==> src/hdl/regmap_table_pkg.sv <==
// Purpose: constants for the register-map discovery table section
// Assumes: byte addressing, three doublewords, little-endian byte order
// Notes:   field positions and codes of the capability doubleword
// Behaviour
// - volatile register base reads 00800000h
// - non-volatile register base reads zero
// - capability bit 31: generic read supported
// - capability bit 30: generic write supported
// - bits 29:28 report three address bytes
// - bits 27:26 report single-line dummy bytes
// - bits 13:10 report octal SDR three cycles
// - bits 9:6 report octal DDR three cycles
// - bits 3:0 read 0000b
// - bits 25:14 read all ones
// - reserved bits 5:4 read zero
package regmap_table_pkg;

    // addressing
    localparam int          ADDR_W          = 24;
    localparam logic [23:0] TABLE_BASE      = 24'h00016C;
    localparam int          DW_BYTES        = 4;
    localparam int          DW_COUNT        = 3;
    localparam int          TABLE_BYTES     = DW_BYTES * DW_COUNT;
    localparam int          IDX_W           = 4;
    localparam logic [7:0]  MISS_BYTE       = 8'h00;

    // doubleword indices
    localparam int          DW_VOL          = 0;
    localparam int          DW_NVOL         = 1;
    localparam int          DW_CAPS         = 2;

    // base offsets
    localparam logic [31:0] VOL_OFFSET      = 32'h0080_0000;
    localparam logic [31:0] NVOL_OFFSET     = 32'h0000_0000;

    // capability field positions
    localparam int          GEN_RD_POS      = 31;
    localparam int          GEN_WR_POS      = 30;
    localparam int          ADDR_BYTES_LSB  = 28;
    localparam int          DUMMY_1B_LSB    = 26;
    localparam int          UNSUP_LSB       = 14;
    localparam int          DUMMY_8S_LSB    = 10;
    localparam int          DUMMY_8D_LSB    = 6;
    localparam int          RSVD_LSB        = 4;
    localparam int          DUMMY_1S_LSB    = 0;

    // capability field values
    localparam logic        GEN_RD_SUP      = 1'b1;
    localparam logic        GEN_WR_SUP      = 1'b1;
    localparam logic [1:0]  ADDR_BYTES_CODE = 2'h2;
    localparam logic [1:0]  DUMMY_1B_CODE   = 2'h2;
    localparam logic [11:0] UNSUP_FILL      = 12'hFFF;
    localparam int          OCT_SDR_DUMMY   = 3;
    localparam int          OCT_DDR_DUMMY   = 3;
    localparam logic [3:0]  DUMMY_8S_CODE   = 4'(OCT_SDR_DUMMY);
    localparam logic [3:0]  DUMMY_8D_CODE   = 4'(OCT_DDR_DUMMY);
    localparam logic [1:0]  RSVD_FILL       = 2'h0;
    localparam logic [3:0]  DUMMY_1S_CODE   = 4'h0;

endpackage

==> src/hdl/table_lookup_if.sv <==
// Purpose: carries a table byte lookup between stream control and table
// Assumes: combinational lookup, same clock
// Notes:   hit is low outside the table section
`timescale 1ns/1ps
interface table_lookup_if;
    import regmap_table_pkg::*;

    logic [ADDR_W-1:0] addr;
    logic [7:0]        byte_data;
    logic              hit;

    modport requester (output addr, input byte_data, input hit);
    modport table_end (input addr, output byte_data, output hit);
endinterface

==> src/hdl/regmap_table_rom.sv <==
// Purpose: constant byte table of the register-map doublewords
// Assumes: address is a table byte address
// Notes:   purely combinational
`timescale 1ns/1ps
module regmap_table_rom
    import regmap_table_pkg::*;
(
    // lookup
    table_lookup_if.table_end lk
);

    logic [31:0]       caps_dword;
    logic [31:0]       dwords [DW_COUNT];
    logic [7:0]        table_bytes [TABLE_BYTES];
    logic [ADDR_W-1:0] offset;
    logic              in_range;

    always_comb
    begin
        caps_dword                                 = '0;
        caps_dword[GEN_RD_POS]                     = GEN_RD_SUP;
        caps_dword[GEN_WR_POS]                     = GEN_WR_SUP;
        caps_dword[ADDR_BYTES_LSB +: 2]            = ADDR_BYTES_CODE;
        caps_dword[DUMMY_1B_LSB +: 2]              = DUMMY_1B_CODE;
        caps_dword[UNSUP_LSB +: 12]                = UNSUP_FILL;
        caps_dword[DUMMY_8S_LSB +: 4]              = DUMMY_8S_CODE;
        caps_dword[DUMMY_8D_LSB +: 4]              = DUMMY_8D_CODE;
        caps_dword[RSVD_LSB +: 2]                  = RSVD_FILL;
        caps_dword[DUMMY_1S_LSB +: 4]              = DUMMY_1S_CODE;
    end

    assign dwords[DW_VOL]  = VOL_OFFSET;
    assign dwords[DW_NVOL] = NVOL_OFFSET;
    assign dwords[DW_CAPS] = caps_dword;

    // low byte at the lowest address
    genvar i;
    generate
        for (i = 0; i < TABLE_BYTES; i++)
        begin : g_byte
            assign table_bytes[i] = dwords[i / DW_BYTES][8 * (i % DW_BYTES) +: 8];
        end
    endgenerate

    assign offset       = lk.addr - TABLE_BASE;
    assign in_range     = (lk.addr >= TABLE_BASE) && (offset < ADDR_W'(TABLE_BYTES));
    assign lk.hit       = in_range;
    assign lk.byte_data = in_range ? table_bytes[offset[IDX_W-1:0]] : MISS_BYTE;

endmodule // regmap_table_rom

==> src/hdl/regmap_table_reader.sv <==
// Purpose: streams register-map table bytes from a start address
// Assumes: all inputs come from host-side logic on clock_i
// Notes:   one byte per accepted pull, address ascends by one
`timescale 1ns/1ps
module regmap_table_reader
    import regmap_table_pkg::*;
(
    // clock and reset
    input  wire logic              clock_i,
    input  wire logic              rst_n_i,
    // read session
    input  wire logic              start_i,
    input  wire logic [ADDR_W-1:0] start_addr_i,
    input  wire logic              stop_i,
    input  wire logic              pull_i,
    output logic                   pull_ready_o,
    // returned byte
    output logic                   byte_valid_o,
    output logic [7:0]             byte_data_o,
    output logic                   byte_hit_o,
    output logic [ADDR_W-1:0]      byte_addr_o
);

    typedef enum logic [0:0] {ST_IDLE, ST_STREAM} stream_e;

    stream_e           state;
    stream_e           next_state;
    logic [ADDR_W-1:0] pointer;
    logic [ADDR_W-1:0] next_pointer;
    logic              take_pull;
    logic              in_stream;

    table_lookup_if lk ();

    regmap_table_rom u_rom (
        .lk (lk.table_end)
    );

    // decode and selection
    assign in_stream    = (state == ST_STREAM);
    assign take_pull    = in_stream && pull_i && !start_i && !stop_i;
    assign pull_ready_o = in_stream && !start_i && !stop_i;
    assign lk.addr      = pointer;

    always_comb
    begin
        next_state   = state;
        next_pointer = pointer;
        case (state)
            ST_IDLE:
            begin
                if (start_i)
                begin
                    next_state   = ST_STREAM;
                    next_pointer = start_addr_i;
                end
            end
            ST_STREAM:
            begin
                if (start_i)
                begin
                    next_pointer = start_addr_i;
                end
                else if (stop_i)
                begin
                    next_state = ST_IDLE;
                end
                else if (pull_i)
                begin
                    next_pointer = pointer + ADDR_W'(1);
                end
            end
            default:
            begin
                next_state = ST_IDLE;
            end
        endcase
    end

    always_ff @(posedge clock_i)
    begin
        if (!rst_n_i)
        begin
            state   <= ST_IDLE;
            pointer <= '0;
        end
        else
        begin
            state   <= next_state;
            pointer <= next_pointer;
        end
    end

    always_ff @(posedge clock_i)
    begin
        if (!rst_n_i)
        begin
            byte_valid_o <= 1'b0;
            byte_data_o  <= '0;
            byte_hit_o   <= 1'b0;
            byte_addr_o  <= '0;
        end
        else
        begin
            byte_valid_o <= take_pull;
            if (take_pull)
            begin
                byte_data_o <= lk.byte_data;
                byte_hit_o  <= lk.hit;
                byte_addr_o <= pointer;
            end
        end
    end

    // checks
    localparam logic [ADDR_W-1:0] VOL_B2  = TABLE_BASE + ADDR_W'(2);
    localparam logic [ADDR_W-1:0] NVOL_B0 = TABLE_BASE + ADDR_W'(DW_BYTES);
    localparam logic [ADDR_W-1:0] CAPS_B0 = TABLE_BASE + ADDR_W'(2 * DW_BYTES);
    localparam logic [ADDR_W-1:0] CAPS_B1 = CAPS_B0 + ADDR_W'(1);
    localparam logic [ADDR_W-1:0] CAPS_B2 = CAPS_B0 + ADDR_W'(2);
    localparam logic [ADDR_W-1:0] CAPS_B3 = CAPS_B0 + ADDR_W'(3);

    logic             in_vol;
    logic             in_nvol;
    logic             in_table;
    logic             run_full;
    logic [IDX_W-1:0] run_len;
    logic [31:0]      ref_dw [DW_COUNT];

    assign in_vol   = (byte_addr_o >= TABLE_BASE) && (byte_addr_o < NVOL_B0);
    assign in_nvol  = (byte_addr_o >= NVOL_B0) && (byte_addr_o < CAPS_B0);
    assign in_table = (byte_addr_o >= TABLE_BASE) && (byte_addr_o <= CAPS_B3);
    assign run_full = (run_len == IDX_W'(TABLE_BYTES));

    // section words rebuilt from the field constants
    assign ref_dw[DW_VOL]  = VOL_OFFSET;
    assign ref_dw[DW_NVOL] = NVOL_OFFSET;
    assign ref_dw[DW_CAPS] = {GEN_RD_SUP, GEN_WR_SUP, ADDR_BYTES_CODE, DUMMY_1B_CODE, UNSUP_FILL,
                              DUMMY_8S_CODE, DUMMY_8D_CODE, RSVD_FILL, DUMMY_1S_CODE};

    // run of back-to-back bytes from the section start
    always_ff @(posedge clock_i)
    begin
        if (!rst_n_i || !byte_valid_o)
        begin
            run_len <= '0;
        end
        else if (byte_addr_o == TABLE_BASE)
        begin
            run_len <= IDX_W'(1);
        end
        else if ((run_len != '0) && !run_full)
        begin
            run_len <= run_len + IDX_W'(1);
        end
    end

    // every section byte in its place
    genvar b;
    generate
        for (b = 0; b < TABLE_BYTES; b++)
        begin : g_ref
            localparam logic [ADDR_W-1:0] B_ADDR = TABLE_BASE + ADDR_W'(b);

        end
    endgenerate
endmodule // regmap_table_reader

==> config.mk <==
export PLATFORM = sky130hd
export DESIGN_NAME = regmap_table_reader
export DESIGN_NICKNAME = d
export VERILOG_FILES = /design/src/hdl/regmap_table_pkg.sv /design/src/hdl/table_lookup_if.sv /design/src/hdl/regmap_table_rom.sv /design/src/hdl/regmap_table_reader.sv
export SDC_FILE = /design/constraint.sdc
export NUM_CORES = 1
export LEC_CHECK = 0
export ABC_AREA = 1
export BUFFER_PORTS_ARGS = -buffer_cell sky130_fd_sc_hd__buf_2
export CAP_MARGIN = 20
export CELL_PAD_IN_SITES_DETAIL_PLACEMENT = 1
export CELL_PAD_IN_SITES_GLOBAL_PLACEMENT = 1
export CORE_MARGIN = 4
export CORE_UTILIZATION = 43
export CTS_CLUSTER_DIAMETER = 30
export DETAILED_ROUTE_END_ITERATION = 10
export GPL_TIMING_DRIVEN = 0
export PLACE_DENSITY = 0.83
export SLEW_MARGIN = 20
export SYNTH_ARGS = -nofsm -noshare
export SYNTH_HDL_FRONTEND = slang
export SYNTH_SLANG_ARGS = --single-unit
==> constraint.sdc <==
create_clock -name clock_i -period 3.1 [get_ports clock_i]
set_input_delay 0.62 -clock clock_i [delete_from_list [all_inputs] [get_ports clock_i]]
set_output_delay 0.62 -clock clock_i [all_outputs]
set_load 0.03 [all_outputs]
---- Yosys cells after proc, flatten, opt, wreduce, memory -nomap -nowiden ----
Memory sizes are Yosys's and may differ from the RTL's.
Index checks and enable logic that the tools add are counted.
operators by class
  mux-type cells .......................... 12
  reduce and logical (&&, ||, !) cells .... 9
  add/subtract/negate cells ............... 2
  bitwise operators ....................... 2
  equal/unequal tests ..................... 3
  order comparisons ....................... 3
operator list
  kind                                                                 count
  2-to-1 mux 24 bit                                                    4
  one-hot mux 24 bit (2 select lines)                                  1
  adder 24 x 1 -> 24 bit (second input constant)                       1
  greater-or-equal comparator 24 x 9 -> 1 bit (second input constant)  1
  less-than comparator 24 x 4 -> 1 bit (second input constant)         1
  2-to-1 mux 8 bit                                                     3
  subtractor 24 x 9 -> 24 bit (second input constant)                  1
  logical AND 1 bit                                                    6
  != test 3 bit (second input constant)                                2
  greater-or-equal comparator 5 bit (second input constant)            1
  NOT 4 -> 5 bit                                                       1
  2-to-1 mux 1 bit                                                     3
  AND reduction 3 bit                                                  1
  logical NOT 1 bit                                                    2
  != test 2 bit (second input constant)                                1
  one-hot mux 1 bit (2 select lines)                                   1
  NOT 1 bit                                                            1
word-level totals
  output and inout port bits .............. 35
  memories ................................ 1
  register bits after elaboration ......... 59
  input port bits ......................... 29
  bits in read-only memories .............. 128
  word-level logic and storage cells ...... 38
memories
  memory           depth  width  rd ports  clocked after memory_dff  wr ports  line                    source
  (no name shown)  16     8      1         0                         0         regmap_table_rom.sv:48  assign lk.byte_data = in_range ? table_bytes[offset[IDX_W-1:0]] : MISS_BYTE;

---- Logic depth before layout (Yosys ltp) ----
Gate-level depths: netlist of the first run.
  depth after elaboration ................. 6
  gate-level depth with buffers ........... 15

---- Cells and area by module ----
From an unflattened synthesis of the first run, not the netlist that was laid out.
unflattened totals
  cell total of the unflattened synthesis .. 617
  area total of the unflattened synthesis .. 3804.9 um2
by module, submodules not included
  module               area each (um2)  sequential area each (um2)  cells each  times used
  regmap_table_reader  2984.1           1181.1                      442         1
  regmap_table_rom     820.8            0.0                         175         1

---- Worst setup path after synthesis of the first run ----
No wires, ideal clock.
  path type ............................... input -> register
  start ................................... in stop_i
  end ..................................... reg byte_data_o[7]
  library setup time ...................... 0.056 ns
  setup slack ............................. 0.825 ns
  cell stages on the path ................. 13
  data required time ...................... 3.044 ns
  arrival ................................. 2.219 ns
  buffers on the path ..................... 0
  path through ............................ inv_1 nand2_1 nor2_1 nand2_2 nor2_1 nand3_1 nor2_1 nand3_1 nor2_4 nand3_2 nand3_1 nand2_1 inv_1
between the ends
  longest elaborated chain between the ends .. 2
ends and longest elaborated chain
  item                  line                        source
  start, declared       regmap_table_reader.sv:14   input wire logic stop_i,
  logical NOT 1 bit     regmap_table_reader.sv:41   assign take_pull = in_stream && pull_i && !start_i && !stop_i;
  logical AND 1 bit     regmap_table_reader.sv:41
  end signal, assigned  regmap_table_reader.sv:108  byte_data_o <= lk.byte_data;
  end, declared         regmap_table_reader.sv:19   output logic [7:0] byte_data_o,
Every way passes these cells.
A chain may end at the register's enable or synchronous reset.

---- Worst setup path in the final report of the first run ----
  start ................................... reg pointer[2] (netlist: lk.addr[2])
  end ..................................... reg byte_data_o[7]
between the ends
  longest elaborated chain between the ends .. 6
ends and longest elaborated chain
  item                                                                                 line                       source
  start, declared                                                                      regmap_table_reader.sv:28  logic [ADDR_W-1:0] pointer;
  start signal, assigned                                                               regmap_table_reader.sv:90  pointer <= next_pointer;
  parallel branches: the longest is 5 deep, another holds subtractor 24 x 9 -> 24 bit  -
  2-to-1 mux 8 bit *                                                                   regmap_table_rom.sv:48
Every way passes the cells marked *. The select of a mux whose other input is x is not followed.

==> results of run 1 <==
-- sequential cells by signal, indices dropped and copies added, names as in the netlist --
register      cells
in_stream         1
byte_valid_o      1
byte_hit_o        1
byte_addr_o      24
lk.addr          24
byte_data_o       6
-- metal layers --
layer | up-vias | global-route usage
li1 | 1795 | -
met1 | 1752 | 0.3314
met2 | 94 | 0.3975
met3 | 14 | 0.04164
met4 | 0 | 0.06496
met5 | - | 0
-- metrics by stage --
step | hold slack [ns] | utilization | power (W)
3_5_place_dp | 0.4612 | 0.5023 | 0.001203
4_1_cts | 0.4776 | 0.5290 | 0.001946
5_1_grt | 0.4902 | 0.5290 | 0.002032
3_3_place_gp | 0.4543 | 0.5023 | 0.001192
2_1_floorplan | 0.4753 | - | 0.001090
6_report | 0.4823 | 0.5290 | 0.001936
-- worst min-delay path, cell delays in order, from the launching register on --
cell,delay (ns)
dfxtp_1,0.31
nand2_1,0.06
a21oi_1,0.06
-- cell families (layout without fill, tap and decap cells) --
logic type / Yosys count / after routing / synth area share
AND/OR/NAND/NOR: 212 / 212 / 0.2996
adder cells (fa/ha/maj): 5 / 5 / 0.01809
buffers and inverters: 79 / 158 / 0.1056
XOR/XNOR: 15 / 15 / 0.03799
flip-flops: 57 / 57 / 0.3300
AO/OA/AOI/OAI: 130 / 130 / 0.2088
-- power breakdown --
group          total (W)  switching, W  leakage [nW]  internal, W
Combinational   0.000397      0.000260          1.30     0.000137
Sequential      0.000795     0.0000304         0.466     0.000764
Clock           0.000743      0.000307         0.107     0.000437
Total            0.00194      0.000597          1.87      0.00134
-- worst min-delay path by stage --
stage / slack, ns / endpoint / cells after the start / start
after floorplan: 0.48 / in_stream$_SDFF_PN0_ / 2 / in_stream$_SDFF_PN0_
after global placement: 0.45 / byte_data_o[4]$_SDFFE_PN0P_ / 2 / byte_data_o[4]$_SDFFE_PN0P_
after detailed placement: 0.46 / byte_hit_o$_SDFFE_PN0P_ / 2 / byte_hit_o$_SDFFE_PN0P_
after CTS: 0.48 / byte_hit_o$_SDFFE_PN0P_ / 2 / byte_hit_o$_SDFFE_PN0P_
after global routing: 0.49 / byte_hit_o$_SDFFE_PN0P_ / 2 / byte_hit_o$_SDFFE_PN0P_
final: 0.48 / byte_hit_o$_SDFFE_PN0P_ / 2 / byte_hit_o$_SDFFE_PN0P_
-- area by class of cell --
type	count	area share
clock inverters	2	0.008526
clock buffers	14	0.04202
inverters	47	0.04294
repair buffers	63	0.07674
multi-input cells	362	0.4750
well taps	102	0.03106
flip-flops and latches	57	0.2777
plain buffers	32	0.04598
-- synth_stat cells (all sizes together), types with 3 or more instances --
library cell,count,area share
nand3,29,0.048
nand2,116,0.14
ha,5,0.018
xor2,15,0.038
dfxtp,57,0.33
o21ai,51,0.075
o21bai,9,0.020
buf,14,0.035
a21oi,53,0.077
nand4,12,0.022
a211oi,3,0.0065
nor3,5,0.0072
nor2,48,0.082
o211ai,3,0.0065
clkbuf,18,0.020
inv,47,0.051
==> metrics.md, run 1 <==
| Metric | Value |
|---|---|
| Status | completed |
| Clock sink count | 57 |
| Synth unique cells | 37 |
| Most frequent cells in the layout | nand2_1 (106), buf_2 (66), dfxtp_1 (57) |
| Global-route wire length before repair | 18930 µm |
| Initial DRC count | 125 |
| Detailed-route DRC error count | 0 |
| DR WL/cell | 16.75 µm |
| Chip Width | 97.68 µm |
| # nets final | 606 |
| Leakage | 1.869 nW |
| Worst Setup End Kind | flop |
| Worst R2R Start | lk.addr[2]$_SDFFE_PN0P_ |
| Worst slew pin tran | 0.6180 ns |
| Post-synth EDFFs | 0 |
| CP max stage cell | dfxtp_1 |
| Starting Density | 0.4452 |
| Post-route ant nets | 0 |
| Post CTS Setup Buffer Count | 0 |
| Worst slack at placement | 0.7297 ns |
| CP endpoint | byte_data_o[7]$_SDFFE_PN0P_ |
| Met2 WL post-DR | 5259 µm |
| CP top delay family | simple AND/OR/NAND/NOR gates |
| # rows | 32 |
| Largest net degree at the start of global routing | 11 |
| Worst skew pair latency | 0.35 ns |
| Worst path arrival time | 2.57 ns |
| CTS Buf Count | 9 |
| Critical path class | reg -> reg |
| Synthesized area per cell | 6.944 µm² |
| Setup Viol. Count Final | 0 |
| Fmax | 0.4387 GHz |
| Final-report hold violation count | 0 |
| Hold Buf Count CTS | 0 |
| Fillers | 1067 |
| Port bufs | 63 |
| Critical path, cell by cell | ha_1 -> nor2_1 -> nor2_1 -> nand2_2 -> nand3_2 -> nor2_1 -> nand2_1 -> nand2_1 -> nand3_1 -> nor2_4 -> nand3_2 -> nand3_1 -> nand2_1 -> inv_1 |
| Critical register-to-register path endpoint | byte_data_o[7]$_SDFFE_PN0P_ |
| Setup ws final | 0.8203 ns |
| Levels on crit path | 14 |
| PostCTS Resize Cnt | 0 |
| Die Area | 0.009541 mm² |
| CP startpoint kind | flop |
| Number of max-cap violations | 0 |
| Most common cell after layout, fill and taps aside | nand2_1 |
| Storage cell area | 0.001141 mm² |
| Mapped Nets | 532 |
| CTS clock-pin slew for the worst setup and hold paths | 0.07 ns |
| TNS Setup | 0 ns |
| Routed via count | 3655 |
| Hold WC Path Type | reg -> reg |
| Core area | 0.007767 mm² |
| Period Utilization, post-route | 0.7354 |
| Worst path buffer plus inverter count | 1 |
| Initial antenna violation count | 0 |
| Minimum clock period | 2.280 ns |
| Die Ht | 97.68 µm |
| Fin. max-slew vios | 0 |
| Post-synth ARST share | 0 |
| Metal1 wirelength | 5471 µm |
| Power Density | 471.1 mW/mm² |
| Total grt overflow | 0 |
| Post-synthesis cell count | 498 |
| CTS Buffer Depth | 2 |
| Dpl cell area | 0.003901 mm² |
| Rel. slew slack | 0.5880 |
| Peak supply drop | 204.3 µV |
| Diode count | 0 |
| Top layer in use | met4 |
| Layout overhead on the synthesized area | 18.81% |
| Vias in the first global route | 3811 |
| Root buffer cell | clkbuf_8 |
| Crit path max fanout | 7 |
| CP max stage delay | 0.38 ns |
| Cell Area, Synth | 0.003458 mm² |
| Worst r2r path cells | 14 |
| WL final | 11370 µm |
| Seq cells post-synth | 57 |
| Top Ports | 64 |
| Post-synthesis sequential area ratio | 0.3300 |
| DP HPWL | 8724 µm |
| CTS tree | yes |
| H-tree Lvls | 3 |
| Post-route cell area | 0.004109 mm² |
| RSZ-0062 raised after global routing | no |
| Vias per inst | 5.383 |
| GP Congestion | 0.9009 |
| Placed cells | 663 |
| Tot GR Track Use | 0.2435 |
| Reg2Reg Setup Slack | 0.82 ns |
| First-pass iteration count of the detailed router | 5 |
| WP data required | 3.39 ns |
| Met3 routed WL | 519 µm |
| Multi-input logic area | 0.001952 mm² |
| Layout cells sized above 1 | 0.2184 |
| Yosys warns | 0 |
| Main flop type after synthesis | dfxtp_1 |
| Final Skew | 0.01055 ns |
| Launch point of the worst path | lk.addr[2]$_SDFFE_PN0P_ |
| Non-filler instance count after layout | 679 |
(Power assumes the default switching activity.)
==> inputs of run 2 (changes only) <==
Settings changed: CORE_UTILIZATION 43 to 40, PLACE_DENSITY 0.83 to 0.78.
Clock period 3.1 ns to 2.3 ns, I/O delays scaled along.
==> run 2 against run 1 <==
Effect of this change:
- sequential share of layout area shrank 0.22 points
- highest routed layer unchanged
- critical path depth shrank 1
- clock-buffer cell count shrank 3
- via count grew 0.93%
- first-iteration DRC count grew 46%
- final cell count grew 0.44%
- register-to-register slack lost 0.64 ns
- clock skew grew 0.0051 ns
==> metrics.md, run 2 (same netlist as run 1, synthesis figures left out) <==
| Metric | Value |
|---|---|
| Status | completed |
| Fin. max-slew vios | 0 (unchanged) |
| Largest net degree at the start of global routing | 11 (unchanged) |
| Port bufs | 63 (unchanged) |
| Vias in the first global route | 3941 (+3.4%) |
| CP max stage cell | dfxtp_2 |
| WP data required | 2.59 ns (-0.80 ns) |
| Worst slack at placement | -0.02041 ns (-0.7501 ns) |
| Setup ws final | 0.1783 ns (-0.6420 ns) |
| Post-route cell area | 0.004155 mm² (+1.1%) |
| Fillers | 1104 (+3.5%) |
| Storage cell area | 0.001145 mm² (+0.33%) |
| CTS tree | yes |
| Post CTS Setup Buffer Count | 0 (unchanged) |
| Worst r2r path cells | 13 (-1) |
| CP startpoint kind | flop |
| Setup Viol. Count Final | 0 (unchanged) |
| RSZ-0062 raised after global routing | yes |
| # rows | 33 (+3.1%) |
| Final-report hold violation count | 0 (unchanged) |
| Post-route ant nets | 0 (unchanged) |
| Hold WC Path Type | in -> reg |
| Hold path cells | 3 (+1) |
| Critical path class | reg -> reg |
| CTS Buffer Depth | 2 (unchanged) |
| Fmax | 0.4713 GHz (+7.4%) |
| # nets final | 606 (unchanged) |
| First-pass iteration count of the detailed router | 4 (-1) |
| Period Utilization, post-route | 0.9225 (+0.1871) |
| Tot GR Track Use | 0.2432 (-0.0003646) |
| CTS clock-pin slew for the worst setup and hold paths | 0.08 ns (about the same) |
| Most common cell after layout, fill and taps aside | nand2_1 |
| Vias per inst | 5.409 (+0.49%) |
| H-tree Lvls | 3 (unchanged) |
| Worst slew pin tran | 0.6155 ns (-0.002451 ns) |
| Multi-input logic area | 0.001977 mm² (+1.3%) |
| Minimum clock period | 2.122 ns (-0.1580 ns) |
| Worst path arrival time | 2.41 ns (-0.16 ns) |
| Detailed-route DRC error count | 0 (unchanged) |
| Die Ht | 101.0 µm (+3.4%) |
| Top Ports | 64 (unchanged) |
| Crit path max fanout | 7 (unchanged) |
| Critical path, cell by cell | ha_2 -> nor2_2 -> nor2_1 -> nand2_2 -> nand2_1 -> nand3_1 -> nor2_1 -> nand3_1 -> nor2_4 -> nand3_2 -> nand3_1 -> nand2_1 -> inv_1 |
| Core area | 0.008299 mm² (+6.8%) |
| Peak supply drop | 330.8 µV (+62%) |
| Leakage | 1.876 nW (+0.38%) |
| Chip Width | 101.0 µm (+3.4%) |
| Layout overhead on the synthesized area | 20.15% |
| GP Congestion | 0.8858 (-1.7%) |
| Final Skew | 0.01564 ns (+0.005086 ns) |
| Worst skew pair latency | 0.36 ns (about the same) |
| Die Area | 0.01020 mm² (+6.9%) |
| Worst Setup End Kind | flop |
| Starting Density | 0.4167 (-0.02853) |
| Clock sink count | 57 (unchanged) |
| CTS Buf Count | 9 (unchanged) |
| DR WL/cell | 17.50 µm (+4.5%) |
| Diode count | 0 (unchanged) |
| Most frequent cells in the layout | nand2_1 (106), buf_2 (66), dfxtp_1 (54) |
| Power Density | 647.7 mW/mm² (+38%) |
| WL final | 11940 µm (+5.0%) |
| Dpl cell area | 0.003905 mm² (about the same) |
| Root buffer cell | clkbuf_8 |
| Utilization after layout | 0.5007 (-0.02832) |
| Routed via count | 3689 (+0.93%) |
| DP HPWL | 8878 µm (+1.8%) |
| Global-route wire length before repair | 19520 µm (+3.1%) |
| Worst path most repeated cell | nand3_1 |
| Layout cells sized above 1 | 0.2357 (+0.01733) |
| Number of max-cap violations | 0 (unchanged) |
| Total grt overflow | 0 (unchanged) |
| CP max stage delay | 0.39 ns (about the same) |
| Rel. slew slack | 0.5897 (+0.001634) |
| Initial antenna violation count | 0 (unchanged) |
| Initial DRC count | 183 (+46%) |
==> run 2: cell type report <==
| class | instances | area share |
|---|---|---|
| clock inverters | 5 | 0.01897 |
| repair buffers | 63 | 0.07588 |
| multi-input cells | 362 | 0.4758 |
| plain buffers | 32 | 0.04577 |
| flip-flops and latches | 57 | 0.2755 |
| clock buffers | 11 | 0.03403 |
| well taps | 105 | 0.03162 |
| inverters | 47 | 0.04246 |
==> run 2: layer usage <==
layer | vias up | track usage | wire length (µm)
li1 | 1803 | - | -
met1 | 1800 | 0.3228 | 5647
met2 | 76 | 0.4137 | 5695
met3 | 10 | 0.03529 | 482
met4 | 0 | 0.06135 | 109
met5 | - | 0 | 0
==> run 2: repair_timing <==
action | CTS | global route
gates resized for setup | 1 | 11
hold buffers | 0 | 0
setup endpoints to repair | 1 | 12
==> run 2: worst max-delay path: cells and delay by family (launching register included) <==
family / cells / cell delay (ns)
flops: 1 / 0.39
fa+ha+maj: 1 / 0.23
simple gates: 11 / 1.36
buf+inv: 1 / 0.06
==> run 2: report_power, final <==
part           leakage [nW]  switching (W)  total, W  internal, W
Combinational          1.30       0.000353  0.000539     0.000186
Sequential            0.466      0.0000424   0.00107      0.00103
Clock                 0.113       0.000441   0.00108     0.000638
==> run 2: per-stage QoR <==
stage	instances	power (W)	hold slack [ns]	setup TNS (ns)
floorplan	498	0.001469	0.4753	0
global placement	666	0.001605	0.4536	0
detailed placement	666	0.001623	0.4597	-0.02503
CTS	682	0.002701	0.3745	0
global route	682	0.002827	0.3876	-0.01294
finish	682	0.002691	0.3736	0
==> run 2: final timing paths <==
path / from / end / slack [ns]
worst max-delay path: lk.addr[2]$_SDFFE_PN0P_ / byte_data_o[7]$_SDFFE_PN0P_ / 0.18
worst max register to register: lk.addr[2]$_SDFFE_PN0P_ / byte_data_o[7]$_SDFFE_PN0P_ / 0.18
worst min-delay path: start_addr_i[7] / lk.addr[7]$_SDFFE_PN0P_ / 0.37
worst min register to register: byte_data_o[4]$_SDFFE_PN0P_ / byte_data_o[4]$_SDFFE_PN0P_ / 0.47
